===== src/gd_params.svh =====
/*
  register offsets, reset values, field positions and timing figures
  of the gate driver protection configuration block.
  assumes: included by bare name wherever these values are needed.
*/
`ifndef GD_PARAMS_SVH
`define GD_PARAMS_SVH

// register offsets on the serial register port
`define GD_ADDR_LS 4'h4
`define GD_ADDR_OC 4'h5
`define GD_ADDR_CS 4'h6

// per-register reset values
`define GD_RST_LS 11'h7ff
`define GD_RST_OC 11'h159
`define GD_RST_CS 11'h283

// field positions in the current sense register
`define GD_CS_INSEL_BIT 10
`define GD_CS_LSREF_BIT 8

// clock period and times in ns, base figure of each code ladder
`define GD_CLK_NS 100
`define GD_DEG_STEP_NS 2000
`define GD_DEAD_BASE_NS 50
`define GD_PEAK_BASE_NS 500
`define GD_RETRY_LONG_NS 4000000
`define GD_RETRY_SHORT_NS 50000

// least time to whole cycles, never below one
`define GD_CYC_UP(ns) ((((ns) + `GD_CLK_NS - 1) / `GD_CLK_NS) > 0 ? \
  (((ns) + `GD_CLK_NS - 1) / `GD_CLK_NS) : 1)

`endif


===== src/gd_pkg.sv =====
/*
  types of the gate driver protection configuration block.
  assumes: field layouts match the 11-bit register words.
*/
package gd_pkg;

  // overcurrent response codes
  typedef enum logic [1:0] {
    OC_LATCH = 2'b00,
    OC_RETRY = 2'b01,
    OC_REPORT = 2'b10,
    OC_IGNORE = 2'b11
  } gd_oc_resp_t;

  // fault state
  typedef enum logic [1:0] {
    ST_OK = 2'b00,
    ST_LATCHED = 2'b01,
    ST_RETRY = 2'b10
  } gd_fault_st_t;

  typedef struct packed {
    logic perCycleFaultClear;
    logic [1:0] peakCurrentDuration;
    logic [3:0] lowsideSourceStrength;
    logic [3:0] lowsideSinkStrength;
  } gd_ls_cfg_t;

  typedef struct packed {
    logic faultRetryWait;
    logic [1:0] deadTime;
    gd_oc_resp_t overcurrentResponse;
    logic [1:0] overcurrentFilterTime;
    logic [3:0] drainSourceTripLevel;
  } gd_oc_cfg_t;

  // ampOffsetShort[2] is amp a, [0] is amp c
  typedef struct packed {
    logic ampInputSelect;
    logic refHalf;
    logic lowsideMeasureRef;
    logic [1:0] ampGainSelect;
    logic shuntFaultDisable;
    logic [2:0] ampOffsetShort;
    logic [1:0] shuntTripLevel;
  } gd_cs_cfg_t;

  typedef struct packed {
    logic [5:0] meta;
    logic [5:0] stable;
    logic [6:0] cnt;
    logic accepted;
  } gd_filt_st_t;

  typedef struct packed {
    gd_ls_cfg_t ls;
    gd_oc_cfg_t oc;
    gd_cs_cfg_t cs;
    logic [10:0] rdData;
    logic [2:0] pwmMeta;
    logic [2:0] pwmSync;
    logic [2:0] pwmPrev;
    gd_fault_st_t state;
    logic [15:0] retryCnt;
    logic faultAct;
    logic faultRep;
    logic [2:0][2:0] dtCnt;
    logic [2:0] gateHi;
    logic [2:0] gateLo;
    logic [2:0][5:0] peakCnt;
    logic [2:0] peakAct;
  } gd_main_st_t;

endpackage : gd_pkg


===== src/gd_oc_filter.sv =====
/*
  overcurrent input synchroniser and deglitch filter.
  assumes: raw comparator levels arrive asynchronously on pins.
*/
`timescale 1ns/1ps
`include "gd_params.svh"

module gd_oc_filter (
  input wire logic clk, // 10 MHz clock
  input wire logic reset_n, // async reset
  input wire logic [5:0] ocRaw, // raw comparator levels
  input wire logic [5:0] ocMask, // per-input enable
  input wire logic [6:0] holdCycles, // persistence needed
  output logic ocAccepted // filtered overcurrent level
);

  gd_pkg::gd_filt_st_t q;
  gd_pkg::gd_filt_st_t d;
  logic hit;

  // two-stage sync, then count persistence of any enabled input
  always_comb begin
    d = q;
    d.meta = ocRaw;
    d.stable = q.meta;
    hit = |(q.stable & ocMask);
    if (!hit) begin
      d.cnt = 7'h00;
      d.accepted = 1'b0;
    end else begin
      if (q.cnt != 7'h7f) begin
        d.cnt = q.cnt + 7'h01;
      end
      d.accepted = ({1'b0, q.cnt} + 8'h01) >= {1'b0, holdCycles};
    end
  end

  always_ff @(posedge clk or negedge reset_n) begin
    if (!reset_n) begin
      q <= '0;
    end else begin
      q <= d;
    end
  end

  assign ocAccepted = q.accepted;
endmodule : gd_oc_filter


===== src/gd_protection_config.sv =====
/*
  gate driver protection configuration: three 11-bit registers on the
  serial register port, overcurrent fault handling, dead time and
  low-side peak drive windows.
  assumes: the serial frame logic decodes frames into one-cycle write
  strobes on clk; pwm and comparator inputs are asynchronous pins.
*/
// How it works
// with per-cycle clear in retry mode, the next pwm input clears faults.
// peak drive window lasts 500, 1000, 2000 or 4000 ns; reset 11.
// retry wait is 4 ms when clear, 50 us when set.
// dead time between complementary switches 50, 100, 200, 400 ns; code 00 gives one 100 ns cycle here.
// mode 00 latches the fault until explicitly cleared.
// mode 01 fault clears itself after the retry wait.
// mode 10 only reports; outputs keep running.
// mode 11 ignores overcurrent entirely.
// deglitch needs 2, 4, 6 or 8 us persistence; reset 01.
// writing amp input select 1 also forces low-side reference to 1.
// reference halving bit selects full or half reference; reset 1.
// low-side reference bit picks negative or positive shunt node.
// amp gain 5, 10, 20 or 40 V/V; reset 10.
// shunt fault disable bit suppresses shunt overcurrent faults.
// each offset short bit shorts its amplifier inputs.
// shunt trip level 0.25, 0.5, 0.75 or 1 V; reset 11.
// current sense register exists only when amplifiers are fitted.
// low-side source and sink strength, four bits each, reset 1111.
// drain-source trip level four bits, reset 1001.
// registers are 11 bits, read back as written, reset to defaults.
`timescale 1ns/1ps
`include "gd_params.svh"

module gd_protection_config #(
  parameter bit HAS_AMPS = 1'b1,
  parameter int RETRY_LONG_CYC = `GD_CYC_UP(`GD_RETRY_LONG_NS)
) (
  input wire logic clk, // 10 MHz clock
  input wire logic reset_n, // async reset
  input wire logic regWrite, // write strobe
  input wire logic [3:0] regAddr, // register offset
  input wire logic [10:0] regWrData, // write word
  output logic [10:0] regRdData, // read word
  input wire logic [2:0] pwmIn, // per-phase pwm pins
  input wire logic [2:0] dsOcRaw, // drain-source comparators
  input wire logic [2:0] shuntOcRaw, // shunt comparators
  input wire logic faultClear, // clear pulse
  output gd_pkg::gd_ls_cfg_t lsCfg, // low-side drive setup
  output gd_pkg::gd_oc_cfg_t ocCfg, // protection setup
  output gd_pkg::gd_cs_cfg_t csCfg, // amplifier setup
  output logic [2:0] gateHigh, // high-side gate on
  output logic [2:0] gateLow, // low-side gate on
  output logic [2:0] peakActive, // low-side peak current
  output logic faultActive, // outputs shut down
  output logic faultReport // overcurrent reported
);

  localparam int RETRY_SHORT_CYC = `GD_CYC_UP(`GD_RETRY_SHORT_NS);
  localparam int DEG_STEP_CYC = `GD_CYC_UP(`GD_DEG_STEP_NS);

  localparam gd_pkg::gd_main_st_t RST = '{
    ls: gd_pkg::gd_ls_cfg_t'(`GD_RST_LS),
    oc: gd_pkg::gd_oc_cfg_t'(`GD_RST_OC),
    cs: gd_pkg::gd_cs_cfg_t'(`GD_RST_CS),
    state: gd_pkg::ST_OK,
    default: '0
  };

  gd_pkg::gd_main_st_t q;
  gd_pkg::gd_main_st_t d;
  logic ocAccepted;
  logic pwmEdge;
  logic ocEvent;
  logic shut;
  logic [2:0] deadLoad;
  logic [5:0] peakLoad;
  logic [6:0] holdCycles;
  logic [5:0] ocMask;
  gd_pkg::gd_oc_resp_t mode;

  // dead time code to cycles, less one for the load
  function automatic logic [2:0] dead_load(input logic [1:0] code);
    int cyc;
    cyc = `GD_CYC_UP(`GD_DEAD_BASE_NS << code);
    return 3'(cyc - 1);
  endfunction : dead_load

  // peak drive code to cycles
  function automatic logic [5:0] peak_cycles(input logic [1:0] code);
    int cyc;
    cyc = `GD_CYC_UP(`GD_PEAK_BASE_NS << code);
    return 6'(cyc);
  endfunction : peak_cycles

  // filter settings from the protection and sense registers
  always_comb begin
    holdCycles = 7'((int'(q.oc.overcurrentFilterTime) + 1) * DEG_STEP_CYC);
    ocMask[2:0] = 3'b111;
    ocMask[5:3] = {3{HAS_AMPS && !q.cs.shuntFaultDisable}};
  end

  gd_oc_filter u_filter (
    .clk(clk),
    .reset_n(reset_n),
    .ocRaw({shuntOcRaw, dsOcRaw}),
    .ocMask(ocMask),
    .holdCycles(holdCycles),
    .ocAccepted(ocAccepted)
  );

  // next state of the whole block
  always_comb begin
    d = q;
    mode = q.oc.overcurrentResponse;
    deadLoad = dead_load(q.oc.deadTime);
    peakLoad = peak_cycles(q.ls.peakCurrentDuration);
    d.pwmMeta = pwmIn;
    d.pwmSync = q.pwmMeta;
    d.pwmPrev = q.pwmSync;
    pwmEdge = |(q.pwmSync ^ q.pwmPrev);
    shut = q.state != gd_pkg::ST_OK;

    // register writes, whole words
    if (regWrite) begin
      if (regAddr == `GD_ADDR_LS) begin
        d.ls = gd_pkg::gd_ls_cfg_t'(regWrData);
      end else if (regAddr == `GD_ADDR_OC) begin
        d.oc = gd_pkg::gd_oc_cfg_t'(regWrData);
      end else if (regAddr == `GD_ADDR_CS && HAS_AMPS) begin
        d.cs = gd_pkg::gd_cs_cfg_t'(regWrData);
        if (regWrData[`GD_CS_INSEL_BIT]) begin
          d.cs.lowsideMeasureRef = 1'b1;
        end
      end
    end

    // read word, one cycle after the address
    if (regAddr == `GD_ADDR_LS) begin
      d.rdData = q.ls;
    end else if (regAddr == `GD_ADDR_OC) begin
      d.rdData = q.oc;
    end else if (regAddr == `GD_ADDR_CS && HAS_AMPS) begin
      d.rdData = q.cs;
    end else begin
      d.rdData = 11'h000;
    end

    // reporting: new event wins over the clear
    ocEvent = ocAccepted && mode != gd_pkg::OC_IGNORE;
    d.faultRep = (q.faultRep && !faultClear) || ocEvent;

    // fault state machine
    case (q.state)
      gd_pkg::ST_OK: begin
        if (ocAccepted && mode == gd_pkg::OC_LATCH) begin
          d.state = gd_pkg::ST_LATCHED;
        end else if (ocAccepted && mode == gd_pkg::OC_RETRY) begin
          d.state = gd_pkg::ST_RETRY;
          if (q.oc.faultRetryWait) begin
            d.retryCnt = 16'(RETRY_SHORT_CYC - 1);
          end else begin
            d.retryCnt = 16'(RETRY_LONG_CYC - 1);
          end
        end
      end
      gd_pkg::ST_LATCHED: begin
        if (faultClear) begin
          d.state = gd_pkg::ST_OK;
        end
      end
      gd_pkg::ST_RETRY: begin
        if (faultClear) begin
          d.state = gd_pkg::ST_OK;
        end else if (q.ls.perCycleFaultClear && pwmEdge) begin
          d.state = gd_pkg::ST_OK;
        end else if (q.retryCnt == 16'h0000) begin
          d.state = gd_pkg::ST_OK;
        end else begin
          d.retryCnt = q.retryCnt - 16'h0001;
        end
      end
      default: begin
        d.state = gd_pkg::ST_OK;
      end
    endcase
    d.faultAct = d.state != gd_pkg::ST_OK;

    // per phase: dead time gap, shutdown, low-side peak window
    for (int i = 0; i < 3; i++) begin
      if (q.pwmSync[i] != q.pwmPrev[i]) begin
        d.dtCnt[i] = deadLoad;
        d.gateHi[i] = 1'b0;
        d.gateLo[i] = 1'b0;
      end else if (q.dtCnt[i] != 3'h0) begin
        d.dtCnt[i] = q.dtCnt[i] - 3'h1;
        d.gateHi[i] = 1'b0;
        d.gateLo[i] = 1'b0;
      end else begin
        d.gateHi[i] = q.pwmSync[i] && !shut;
        d.gateLo[i] = !q.pwmSync[i] && !shut;
      end
      if (d.gateLo[i] != q.gateLo[i]) begin
        d.peakCnt[i] = peakLoad;
      end else if (q.peakCnt[i] != 6'h00) begin
        d.peakCnt[i] = q.peakCnt[i] - 6'h01;
      end
      d.peakAct[i] = d.peakCnt[i] != 6'h00;
    end
  end

  // state register
  always_ff @(posedge clk or negedge reset_n) begin
    if (!reset_n) begin
      q <= RST;
    end else begin
      q <= d;
    end
  end

  // outputs straight from the state register
  assign regRdData = q.rdData;
  assign lsCfg = q.ls;
  assign ocCfg = q.oc;
  assign csCfg = q.cs;
  assign gateHigh = q.gateHi;
  assign gateLow = q.gateLo;
  assign peakActive = q.peakAct;
  assign faultActive = q.faultAct;
  assign faultReport = q.faultRep;
endmodule : gd_protection_config


===== config.mk =====
export PLATFORM = sky130hd
export DESIGN_NAME = gd_protection_config
export DESIGN_NICKNAME = d
export VERILOG_FILES = /design/src/gd_pkg.sv /design/src/gd_oc_filter.sv /design/src/gd_protection_config.sv
export VERILOG_INCLUDE_DIRS = /design/src
export SDC_FILE = /design/constraint.sdc
export NUM_CORES = 1
export LEC_CHECK = 0
export ABC_AREA = 1
export BUFFER_PORTS_ARGS = -buffer_cell sky130_fd_sc_hd__buf_4
export CORE_ASPECT_RATIO = 1.1
export CORE_UTILIZATION = 43
export CTS_CLUSTER_SIZE = 10
export DETAILED_ROUTE_END_ITERATION = 8
export HOLD_SLACK_MARGIN = 0.03
export REMOVE_ABC_BUFFERS = 1
export SKIP_LAST_GASP = 1
export SYNTH_ARGS = -nofsm -noshare
export SYNTH_HDL_FRONTEND = slang
export SYNTH_SLANG_ARGS = --single-unit

===== constraint.sdc =====
create_clock -name clk -period 2.5 [get_ports clk]
set_input_delay 0.5 -clock clk [delete_from_list [all_inputs] [get_ports clk]]
set_output_delay 0.5 -clock clk [all_outputs]
set_load 0.02 [all_outputs]

==> qor.csv, run 1 <==
metric;value;unit
cts_tree;built;
synthCells;880;
antennaDiodeCount;0;
gp_congestion;0.852;
synth-async-reset-ratio;1.00;
synthesis.area;7170;sq um
p_comb_frac;0.413;
ctsResizeCount;0;
cts_buffers;17;
fin_skew;0.0150;ns
violations;DRC;
synth_top_area_cell;dfrtp_1;
die_width;125;um
synth-seq-cells;129;
fmax;446;MHz
antenna_found_initial;0;
fin_tns_setup;0;ns
rsz0062_at_grt;no;
ir_drop;0.000577;V
core;16300;sq um
ys_seq_area_frac;0.454;
utilization;0.508;
yosysWarnings;0;
synth_commonest_cells;nand2_1, inv_1, dfrtp_1, nor2_1, nand3_1;
p_leak;4.31;nW
grt_pass1_vias;5273;
clk_pin_slew;0.06;ns
p_per_area;1160;nW/um^2
p_total;9.61;mW
worstPathRequired;2.79;ns
first_pass_iters;6;
cts_htree_levels;4;
placed_cell_area;7670;sq um
io_buffers;82;
route.detailed.drc;6;
min_period_over_period;0.897;
reg2regPathDepth;11;
yosysMostFrequentCell;nand2_1;
die_area;17200;sq um
p_seq_frac;0.329;
crit_type;reg -> reg;
clkPwrFrac;0.259;
initial_utilization;0.440;
cts_sinks;129;
clk_latency;0.42;ns
worstSetupStartpointType;flop;
die_h;137;um
hold_buffers;0;
hold_ws;0.0436;ns
p_int;5.73;mW
avgViaCountPerCell;4.74;
crit_path_end_kind;flop;
slew_violations;0;
dr_total_vias;5417;
io_pins;83;
grt_overflow;0;
grtUsageTotal;0.191;
synth_top_cells_by_area;dfrtp_1, nand2_1, dfstp_2, ha_1, inv_1;
min_path_type;in -> async;
cts_root_buf;clkbuf_16;
rows;49;
critPathArrivalTime;2.53;ns
setup_viol;0;
grt_max_degree;55;
cts_max_path_buffers;2;
max-cap-violations;0;
ant_nets;0;
avgSynthCellArea;8.15;sq um
nets;995;
crit_path_max_fanout;8;
grt_pass1_wl;25300;um
status;complete, but fails checks;
routed_wl;15100;um
power.share.switching;0.404;
period_needed;2.24;ns
worstMarginPinSlew;0.767;ns
post_cts_buffers;0;
fin_area;8280;sq um
p_switching;3.88;mW
synth-edff-count;0;
slew_headroom;0.487;
synth_top_area_share;0.381;
synth_cell_types;38;
drtIter0Drc;179;
dp_hpwl;11300;um
syn_to_final_growth;15.5;%
wire_per_inst;13.2;um
synth_ff_type;dfrtp_1;
drive_gt1_frac;0.183;
finalHoldViolCount;0;
[logic make-up (layout without fill, tap and decap cells)]
kind of cell,after synthesis,count (layout),share of synthesized area
flops,129,129,0.454
xor+xnor,18,18,0.0220
simple gates,389,389,0.238
compound gates,99,99,0.0763
fa+ha+maj,42,42,0.0733
buf+inv,203,261,0.137
[worst max-delay path, stage by stage (launching register included)]
cell and delay (ns):
dfstp_2 0.60, inv_1 0.11, ha_1 0.28, ha_1 0.30
nand3_1 0.10, nand3_1 0.09, nand2_1 0.09, nand2_1 0.05
nor2_1 0.10, nand3_1 0.13, a21oi_1 0.19, nand2_1 0.07
[path summary, 6_finish.rpt]
kind / end / startpoint / slack [ns]
worst max register to register: peakActive[0] / lsCfg[8] / 0.26
min in group clk: u_filter.d[11] / shuntOcRaw[0] / 0.19
max in group asynchronous: lsCfg[4] / reset_n / 1.77
worst min register to register: u_filter.q[10] / u_filter.d[10] / 0.35
worst max-delay path: peakActive[0] / lsCfg[8] / 0.26
worst min-delay path: q[42] / reset_n / 0.04
[metrics by stage]
step	setup WS (ns)	cells
CTS	0.240	1142
finish	0.258	1142
detailed placement	0.250	1110
global route	0.0138	1142
global placement	0.292	1110
floorplan	0.323	815
[layout make-up]
type	count	area, sq um
repair buffers	91	712
well taps	204	255
multi-input cells	548	2940
fillers	1590	8030
clock buffers	21	470
flip-flops and latches	129	3250
clock inverters	11	130
inverters	138	518
[layer usage]
metal | global-route usage | up-vias | share of wire
li1 | - | 2822 | -
met1 | 0.222 | 2487 | 0.44
met2 | 0.336 | 95 | 0.50
met3 | 0.0544 | 13 | 0.053
met4 | 0.0691 | 0 | 0.013
met5 | 0 | - | 0
[registers in the layout, indices dropped and copies added, names as in the netlist]
signal,flops
gateHigh,3
peakActive,3
ocCfg,9
u_filter.q,13
q,48
mode,2
faultActive,1
gateLow,3
regRdData,11
u_filter.d,6
d,6
faultReport,1
csCfg,11
lsCfg,11
u_filter.ocAccepted,1
[power by group through the flow]
| stage | Sequential, mW | Combinational [mW] | Clock, mW |
|---|---|---|---|
| 3_3_place_gp | 3.19 | 3.95 | 0 |
| 2_1_floorplan | 3.30 | 2.73 | 0 |
| 4_1_cts | 3.17 | 4.02 | 2.55 |
| 6_report | 3.16 | 3.97 | 2.49 |
| 3_5_place_dp | 3.19 | 4.00 | 0 |
| 5_1_grt | 3.24 | 4.57 | 2.64 |
[layout by cell type (no fill, tap or decap), drive strengths merged]
master and count:
xor2 11, nand3b 3, clkinvlp 4, a21oi 23, clkinv 3, nand3 66
a22oi 1, clkbuf 21, o2111ai 1, dfrtp 109, nor4b 1, o21ai 60
bufinv 2, xnor2 7, dfstp 20, o31ai 1, nor3 12, and2 1
nor2 85, o211ai 6, nand4 13, inv 140, buf 91, ha 42
and3 1, or2 1, o221ai 6, o22ai 1, nand2 206
Note: power is estimated with default switching activity, not from simulation.
==> run 2, diff against run 1 <==
--- a/config.mk
+++ b/config.mk
@@ -6,7 +6,6 @@
 export SDC_FILE = /design/constraint.sdc
 export NUM_CORES = 1
 export LEC_CHECK = 0
-export ABC_AREA = 1
 export BUFFER_PORTS_ARGS = -buffer_cell sky130_fd_sc_hd__buf_4
 export CORE_ASPECT_RATIO = 1.1
 export CORE_UTILIZATION = 43
==> run 2 against run 1 <==
  * The flow now finishes without violations
  * Worst setup slack got worse by 0.16 ns
  * Routed wire length is 4.9% lower
  * Combinational power decreased by 13%
  * First-iteration DRC count is 40% higher
  * Sequential cell count unchanged
  * Via count is 8.4% lower
  * Synthesized cell count decreased by 23%
  * Utilization rose by 1.5 points
  * Die area down 4.2%
  * Critical path depth down 1
  * Clock-buffer cell count down 2
  * Power fell by 4.9%
  * Critical endpoint unchanged
  * Largest power group unchanged
  * Highest routed layer unchanged
==> qor.csv, run 2 <==
metric;value;unit
synth-seq-cells;129;
top_register;q;
synth_top_area_share;0.398;
worstPathRequired;2.79;ns
routed_wl;14400;um
io_pins;83;
grt_pass1_wl;24000;um
syn_to_final_growth;19.3;%
nets;817;
dp_hpwl;10200;um
initial_utilization;0.438;
yosysMostFrequentCell;dfrtp_1;
gr-usage-met2;0.301;
cts_sinks;129;
clk_pin_slew;0.06;ns
synth_top_cells_by_area;dfrtp_1, dfstp_2, ha_1, buf_4, mux2_2;
slew_violations;0;
fin_skew;0.00894;ns
synth_top_area_cell;dfrtp_1;
grt_overflow;0;
avgViaCountPerCell;5.17;
synth_commonest_cells;dfrtp_1, nor2_1, nand2_1, buf_4, o21ai_0;
gr-usage-met1;0.235;
ir_drop;0.000785;V
synth-edff-count;0;
grt_max_degree;130;
synthCells;682;
ys_seq_area_frac;0.474;
rows;48;
grtUsageTotal;0.187;
route.detailed.drc;0;
final_cell_mix;buf_4, dfrtp_1, nor2_1;
crit_path_end_kind;flop;
finalHoldViolCount;0;
worstSetupStartpointType;flop;
synth_cell_types;57;
critPathArrivalTime;2.69;ns
slew_headroom;0.537;
min_path_type;in -> async;
met3_usage;0.0566;
cts_max_path_buffers;2;
avgSynthCellArea;10.1;sq um
min_period_over_period;0.960;
cts_root_buf;clkbuf_16;
p_leak;3.80;nW
synth-async-reset-ratio;1.00;
final_common_cell;buf_4;
cts_tree;built;
reg_top3;q: 48 flops, u_filter.q: 13 flops;
die_area;16500;sq um
die_h;134;um
max-cap-violations;0;
worstMarginPinSlew;0.695;ns
fmax;417;MHz
reg2regPathDepth;10;
setup_viol;0;
antenna_found_initial;0;
drtIter0Drc;250;
core;15700;sq um
antennaDiodeCount;0;
yosysWarnings;0;
synth_ff_type;dfrtp_1;
setup_ws;0.0991;ns
crit_type;reg -> reg;
p_per_area;1120;nW/um^2
hold_ws;0.171;ns
period_needed;2.40;ns
first_pass_iters;4;
hold_buffers;0;
crit_path_max_fanout;6;
grt_pass1_vias;4948;
largest_reg_flops;48;
p_total;9.14;mW
wire_per_inst;15.0;um
cts_buffers;17;
gp_congestion;0.810;
status;finished clean;
synthesis.area;6860;sq um
dr_total_vias;4961;
cts_htree_levels;4;
drive_gt1_frac;0.291;
ant_nets;0;
io_buffers;82;
place_worst_setup_slack;-0.0540;ns
busiest_layer;met2;
clk_latency;0.42;ns
die_width;122;um
## run 2: cell count changes in the layout (fill, tap and decap cells not counted), sizes merged, moves of 8 or more
cell / delta
nand4: -9
mux2: +32
nor4: +8
mux2i: +9
nor2b: +11
nand2: -149
nand3: -44
buf: +26
xnor2: +9
inv: -101
o21ai: -11
nor2: -13
a21oi: +14
## run 2: report_power, final
part	internal, mW	switching (mW)	total (mW)	leakage (nW)
clock	1.51	0.953	2.46	0.274
sequential	2.71	0.529	3.24	1.57
combinational	1.59	1.85	3.45	1.96
total	5.81	3.33	9.14	3.80
## run 2: worst paths after layout
check,from,end,slack (ns)
worst max-delay path,lsCfg[8],peakActive[0],0.1
worst min-delay path,reset_n,q[8],0.17
worst max register to register,lsCfg[8],peakActive[0],0.1
worst min register to register,u_filter.d[12],u_filter.q[12],0.35
max in group asynchronous,reset_n,q[40],1.80
min in group clk,pwmIn[2],d[61],0.18
## run 2: kinds of logic after synthesis
group,count (synthesis),synth area share
compound gates,126,0.110
flops,129,0.474
mux,41,0.0656
buf+inv,105,0.0886
xor+xnor,26,0.0332
fa+ha+maj,42,0.0766
simple gates,213,0.152
## run 2: critical path, stage by stage, from the launching register on
cell and delay [ns]:
dfstp_2 0.55, inv_2 0.05, ha_4 0.16, buf_4 0.15, ha_2 0.17, nor3b_1 0.14, o21ai_2 0.06, and2_4 0.15
or4b_4 0.45, o41ai_2 0.29, nand2b_1 0.08
## run 2: per-stage QoR
step            util  setup TNS, ns  instances  area, sq um
3_5_place_dp   0.479         -0.166        926         7510
3_3_place_gp   0.479              0        926         7510
4_1_cts        0.518        -0.0204        958         8110
6_report       0.522              0        960         8190
2_1_floorplan      -         -0.112        611         6380
5_1_grt        0.522       -0.00224        960         8190
## run 2: area by class of cell
type                    count  area [sq um]
clock buffers              19           443
clock inverters            13           150
fillers                  1376          7490
inverters                  34           128
multi-input cells         448          3070
flip-flops and latches    129          3250
well taps                 200           250
repair buffers            117           891
## run 2: per-layer routing
layer,vias up,part of all wire
met2,116,0.49
met5,-,0
met4,0,0.018
met3,20,0.054
li1,2417,-
met1,2408,0.44
## run 2: what timing repair did
action                     CTS  global route
cloned                       0             0
pin swaps                    0             2
setup endpoints to repair    6             6
setup buffers                0             2
gates resized for setup      2            14
==> run 3, diff against run 2 <==
--- a/config.mk
+++ b/config.mk
@@ -16,4 +16,5 @@
 export SKIP_LAST_GASP = 1
 export SYNTH_ARGS = -nofsm -noshare
 export SYNTH_HDL_FRONTEND = slang
+export SYNTH_HIERARCHICAL = 1
 export SYNTH_SLANG_ARGS = --single-unit
==> run 3 against run 2 <==
  * Fmax is 11% lower
  * The flow now finishes with violations (setup timing)
  * Critical endpoint is now peakActive[2]
  * First-iteration DRC count is 12% lower
  * Combinational power is 14% higher
  * Cell area is 7.7% higher
  * Synthesized area is 2.8% higher
  * Largest power group unchanged
  * Sequential share of layout area is 2.8 points lower
  * Register-to-register slack worse by 0.29 ns
  * Cell count is 6.1% higher
  * Die area is 2.7% higher
  * Non-clock buffer count is 35 higher
  * Global-route usage is 1.4 points higher
==> qor.csv, run 3 <==
metric;value;unit
status;complete, but fails checks;
violations;setup timing;
io_pins;83;
synth-async-reset-ratio;1.00;
highest_layer;met4;
p_total;9.61;mW
synth.area.mux_share;0.0779;
die_h;136;um
crit_path_max_fanout;5;
worstMarginPinSlew;0.757;ns
cts_buffers;17;
die_width;124;um
grtUsageTotal;0.201;
wl_met2;7880;um
min_path_type;in -> async;
hold_buffers;0;
gp_congestion;0.838;
avgSynthCellArea;10.0;sq um
synth-simple-area-share;0.142;
synth_cell_types;62;
avgViaCountPerCell;5.25;
yosysWarnings;6;
fill_cells;1400;
die_area;16900;sq um
fin_skew;0.0113;ns
cts_root_buf;clkbuf_16;
grt_max_degree;47;
worst-r2r-setup-slack;-0.19;ns
syn_to_final_growth;25.0;%
r2r_end;peakActive[2];
synth_top_cells_by_area;dfrtp_1, ha_1, dfstp_2, mux2_2, buf_4;
dp_hpwl;11300;um
synth-edff-count;0;
top_register;q;
drive_gt1_frac;0.348;
worstSetupStartpointType;flop;
clk_pin_slew;0.06;ns
first_pass_iters;4;
p_per_area;1090;nW/um^2
synth_top_area_share;0.387;
rows;48;
synthesis.area;7050;sq um
route.detailed.drc;0;
antenna_found_initial;0;
synth_xor_area_frac;0.0323;
max-cap-violations;0;
grt_overflow;0;
grt_pass1_wl;26200;um
synthCells;702;
cpPeakStageDelay;0.61;ns
worstPathRequired;2.77;ns
fmax;372;MHz
dr_total_vias;5350;
crit_path_end_kind;flop;
cp_top_family;simple AND/OR/NAND/NOR gates;
rsz0062_at_grt;yes;
slowest_stage;dfstp_2;
initial_utilization;0.445;
routed_wl;16100;um
reg_top3;q: 48 flops, u_filter/q: 13 flops;
p_leak;4.14;nW
wire_per_inst;15.8;um
drtIter0Drc;221;
cts_max_path_buffers;2;
core;15900;sq um
crit_buf_inv;1;
ys_seq_area_frac;0.461;
cts_tree;built;
antennaDiodeCount;0;
synth_top_area_cell;dfrtp_1;
ant_nets;0;
synth_ff_type;dfrtp_1;
m1WireLength;6790;um
synth_compound_area_frac;0.118;
slew_violations;0;
final_common_cell;buf_4;
min_period_over_period;1.08;
io_buffers;82;
largest_reg_flops;48;
finalHoldViolCount;0;
final_cell_mix;buf_4, dfrtp_1, nor2_1;
cts_sinks;129;
synth_commonest_cells;dfrtp_1, nor2_1, o21ai_0, buf_4, a21oi_1;
reg2regPathDepth;8;
period_needed;2.69;ns
synth_top_family_by_area;simple AND/OR/NAND/NOR gates;
critPathArrivalTime;2.96;ns
met3_length;1020;um
slew_headroom;0.492;
crit_chain;inv_1, ha_4, or4_1, o211ai_1, a21oi_1, or4_4, o22ai_4, o2111ai_2;
setup_ws;-0.188;ns
setup_viol;8;
nets;877;
cts_htree_levels;4;
seqCellArea;3250;sq um
yosysMostFrequentCell;dfrtp_1;
synth_adder_area_share;0.0763;
clk_latency;0.42;ns
ir_drop;0.000524;V
crit_type;reg -> reg;
place_worst_setup_slack;-0.326;ns
synth-seq-cells;129;
grt_pass1_vias;5438;
r2r-start;lsCfg[9];
multi_input_area;3370;sq um
==> run 3: cell types whose count changed in the layout (fill, tap and decap cells not counted), sizes merged, moves of 5 or more <==
cell	change
or4	+6
inv	+15
mux2	+7
a21oi	+9
o21ai	+6
conb	+5
nand3	-8
nor4	-5
nor2	-5
nand2	-16
buf	+35
nor3	+9
a22o	-5
==> run 3: through the flow <==
| step | cell area (sq um) | util | instances | setup TNS (ns) | hold WS [ns] |
|---|---|---|---|---|---|
| 2_1_floorplan | 6590 | - | 635 | -7.43 | 0.204 |
| 3_3_place_gp | 7940 | 0.501 | 979 | -0.928 | 0.332 |
| 3_5_place_dp | 7940 | 0.501 | 979 | -1.62 | 0.335 |
| 4_1_cts | 8730 | 0.550 | 1018 | -0.853 | 0.129 |
| 5_1_grt | 8820 | 0.556 | 1019 | -2.05 | 0.157 |
| 6_report | 8820 | 0.556 | 1019 | -1.01 | 0.110 |
==> run 3: cell families after synthesis <==
logic type | after synthesis
and+or+nand+nor | 198
DFF | 129
adders and majority gates | 43
buffers and inverters | 115
muxes | 50
xor gates and xnor gates | 26
AOI/OAI and AO/OA | 139
other | 2
==> run 3: repair_timing <==
action | in CTS | in global routing
resized for setup | 33 | 19
setup endpoints to repair | 7 | 28
buffers inserted | 7 | 2
pin swaps | 10 | 10
==> run 3: power breakdown <==
group          leakage, nW  internal (mW)  switching (mW)  total (mW)
sequential            1.58           2.66           0.501        3.16
clock                0.291           1.50            1.01        2.51
combinational         2.27           1.89            2.05        3.93
total                 4.14           6.05            3.56        9.61
==> run 3: layout make-up <==
type | count | share of cell area
multi-input cells | 461 | 0.383
flip-flops and latches | 129 | 0.369
repair buffers | 152 | 0.133
clock buffers | 17 | 0.0482
well taps | 200 | 0.0284
clock inverters | 15 | 0.0194
inverters | 45 | 0.0194
==> run 3: worst max path at each step <==
stage                  start            end  slack, ns  cells past startpoint
floorplan              q[38]          q[39]      -0.50                      9
global placement    lsCfg[8]  peakActive[2]      -0.22                     10
detailed placement  lsCfg[8]  peakActive[2]      -0.33                     10
CTS                 lsCfg[8]  peakActive[2]      -0.15                     11
global route        lsCfg[8]  peakActive[0]      -0.29                     11
finish              lsCfg[9]  peakActive[2]      -0.19                      8
==> run 3: metal layers <==
layer | up-vias | track usage
met4 | 0 | 0.0780
met3 | 31 | 0.0604
met1 | 2593 | 0.245
li1 | 2576 | -
met5 | - | 0
met2 | 150 | 0.331
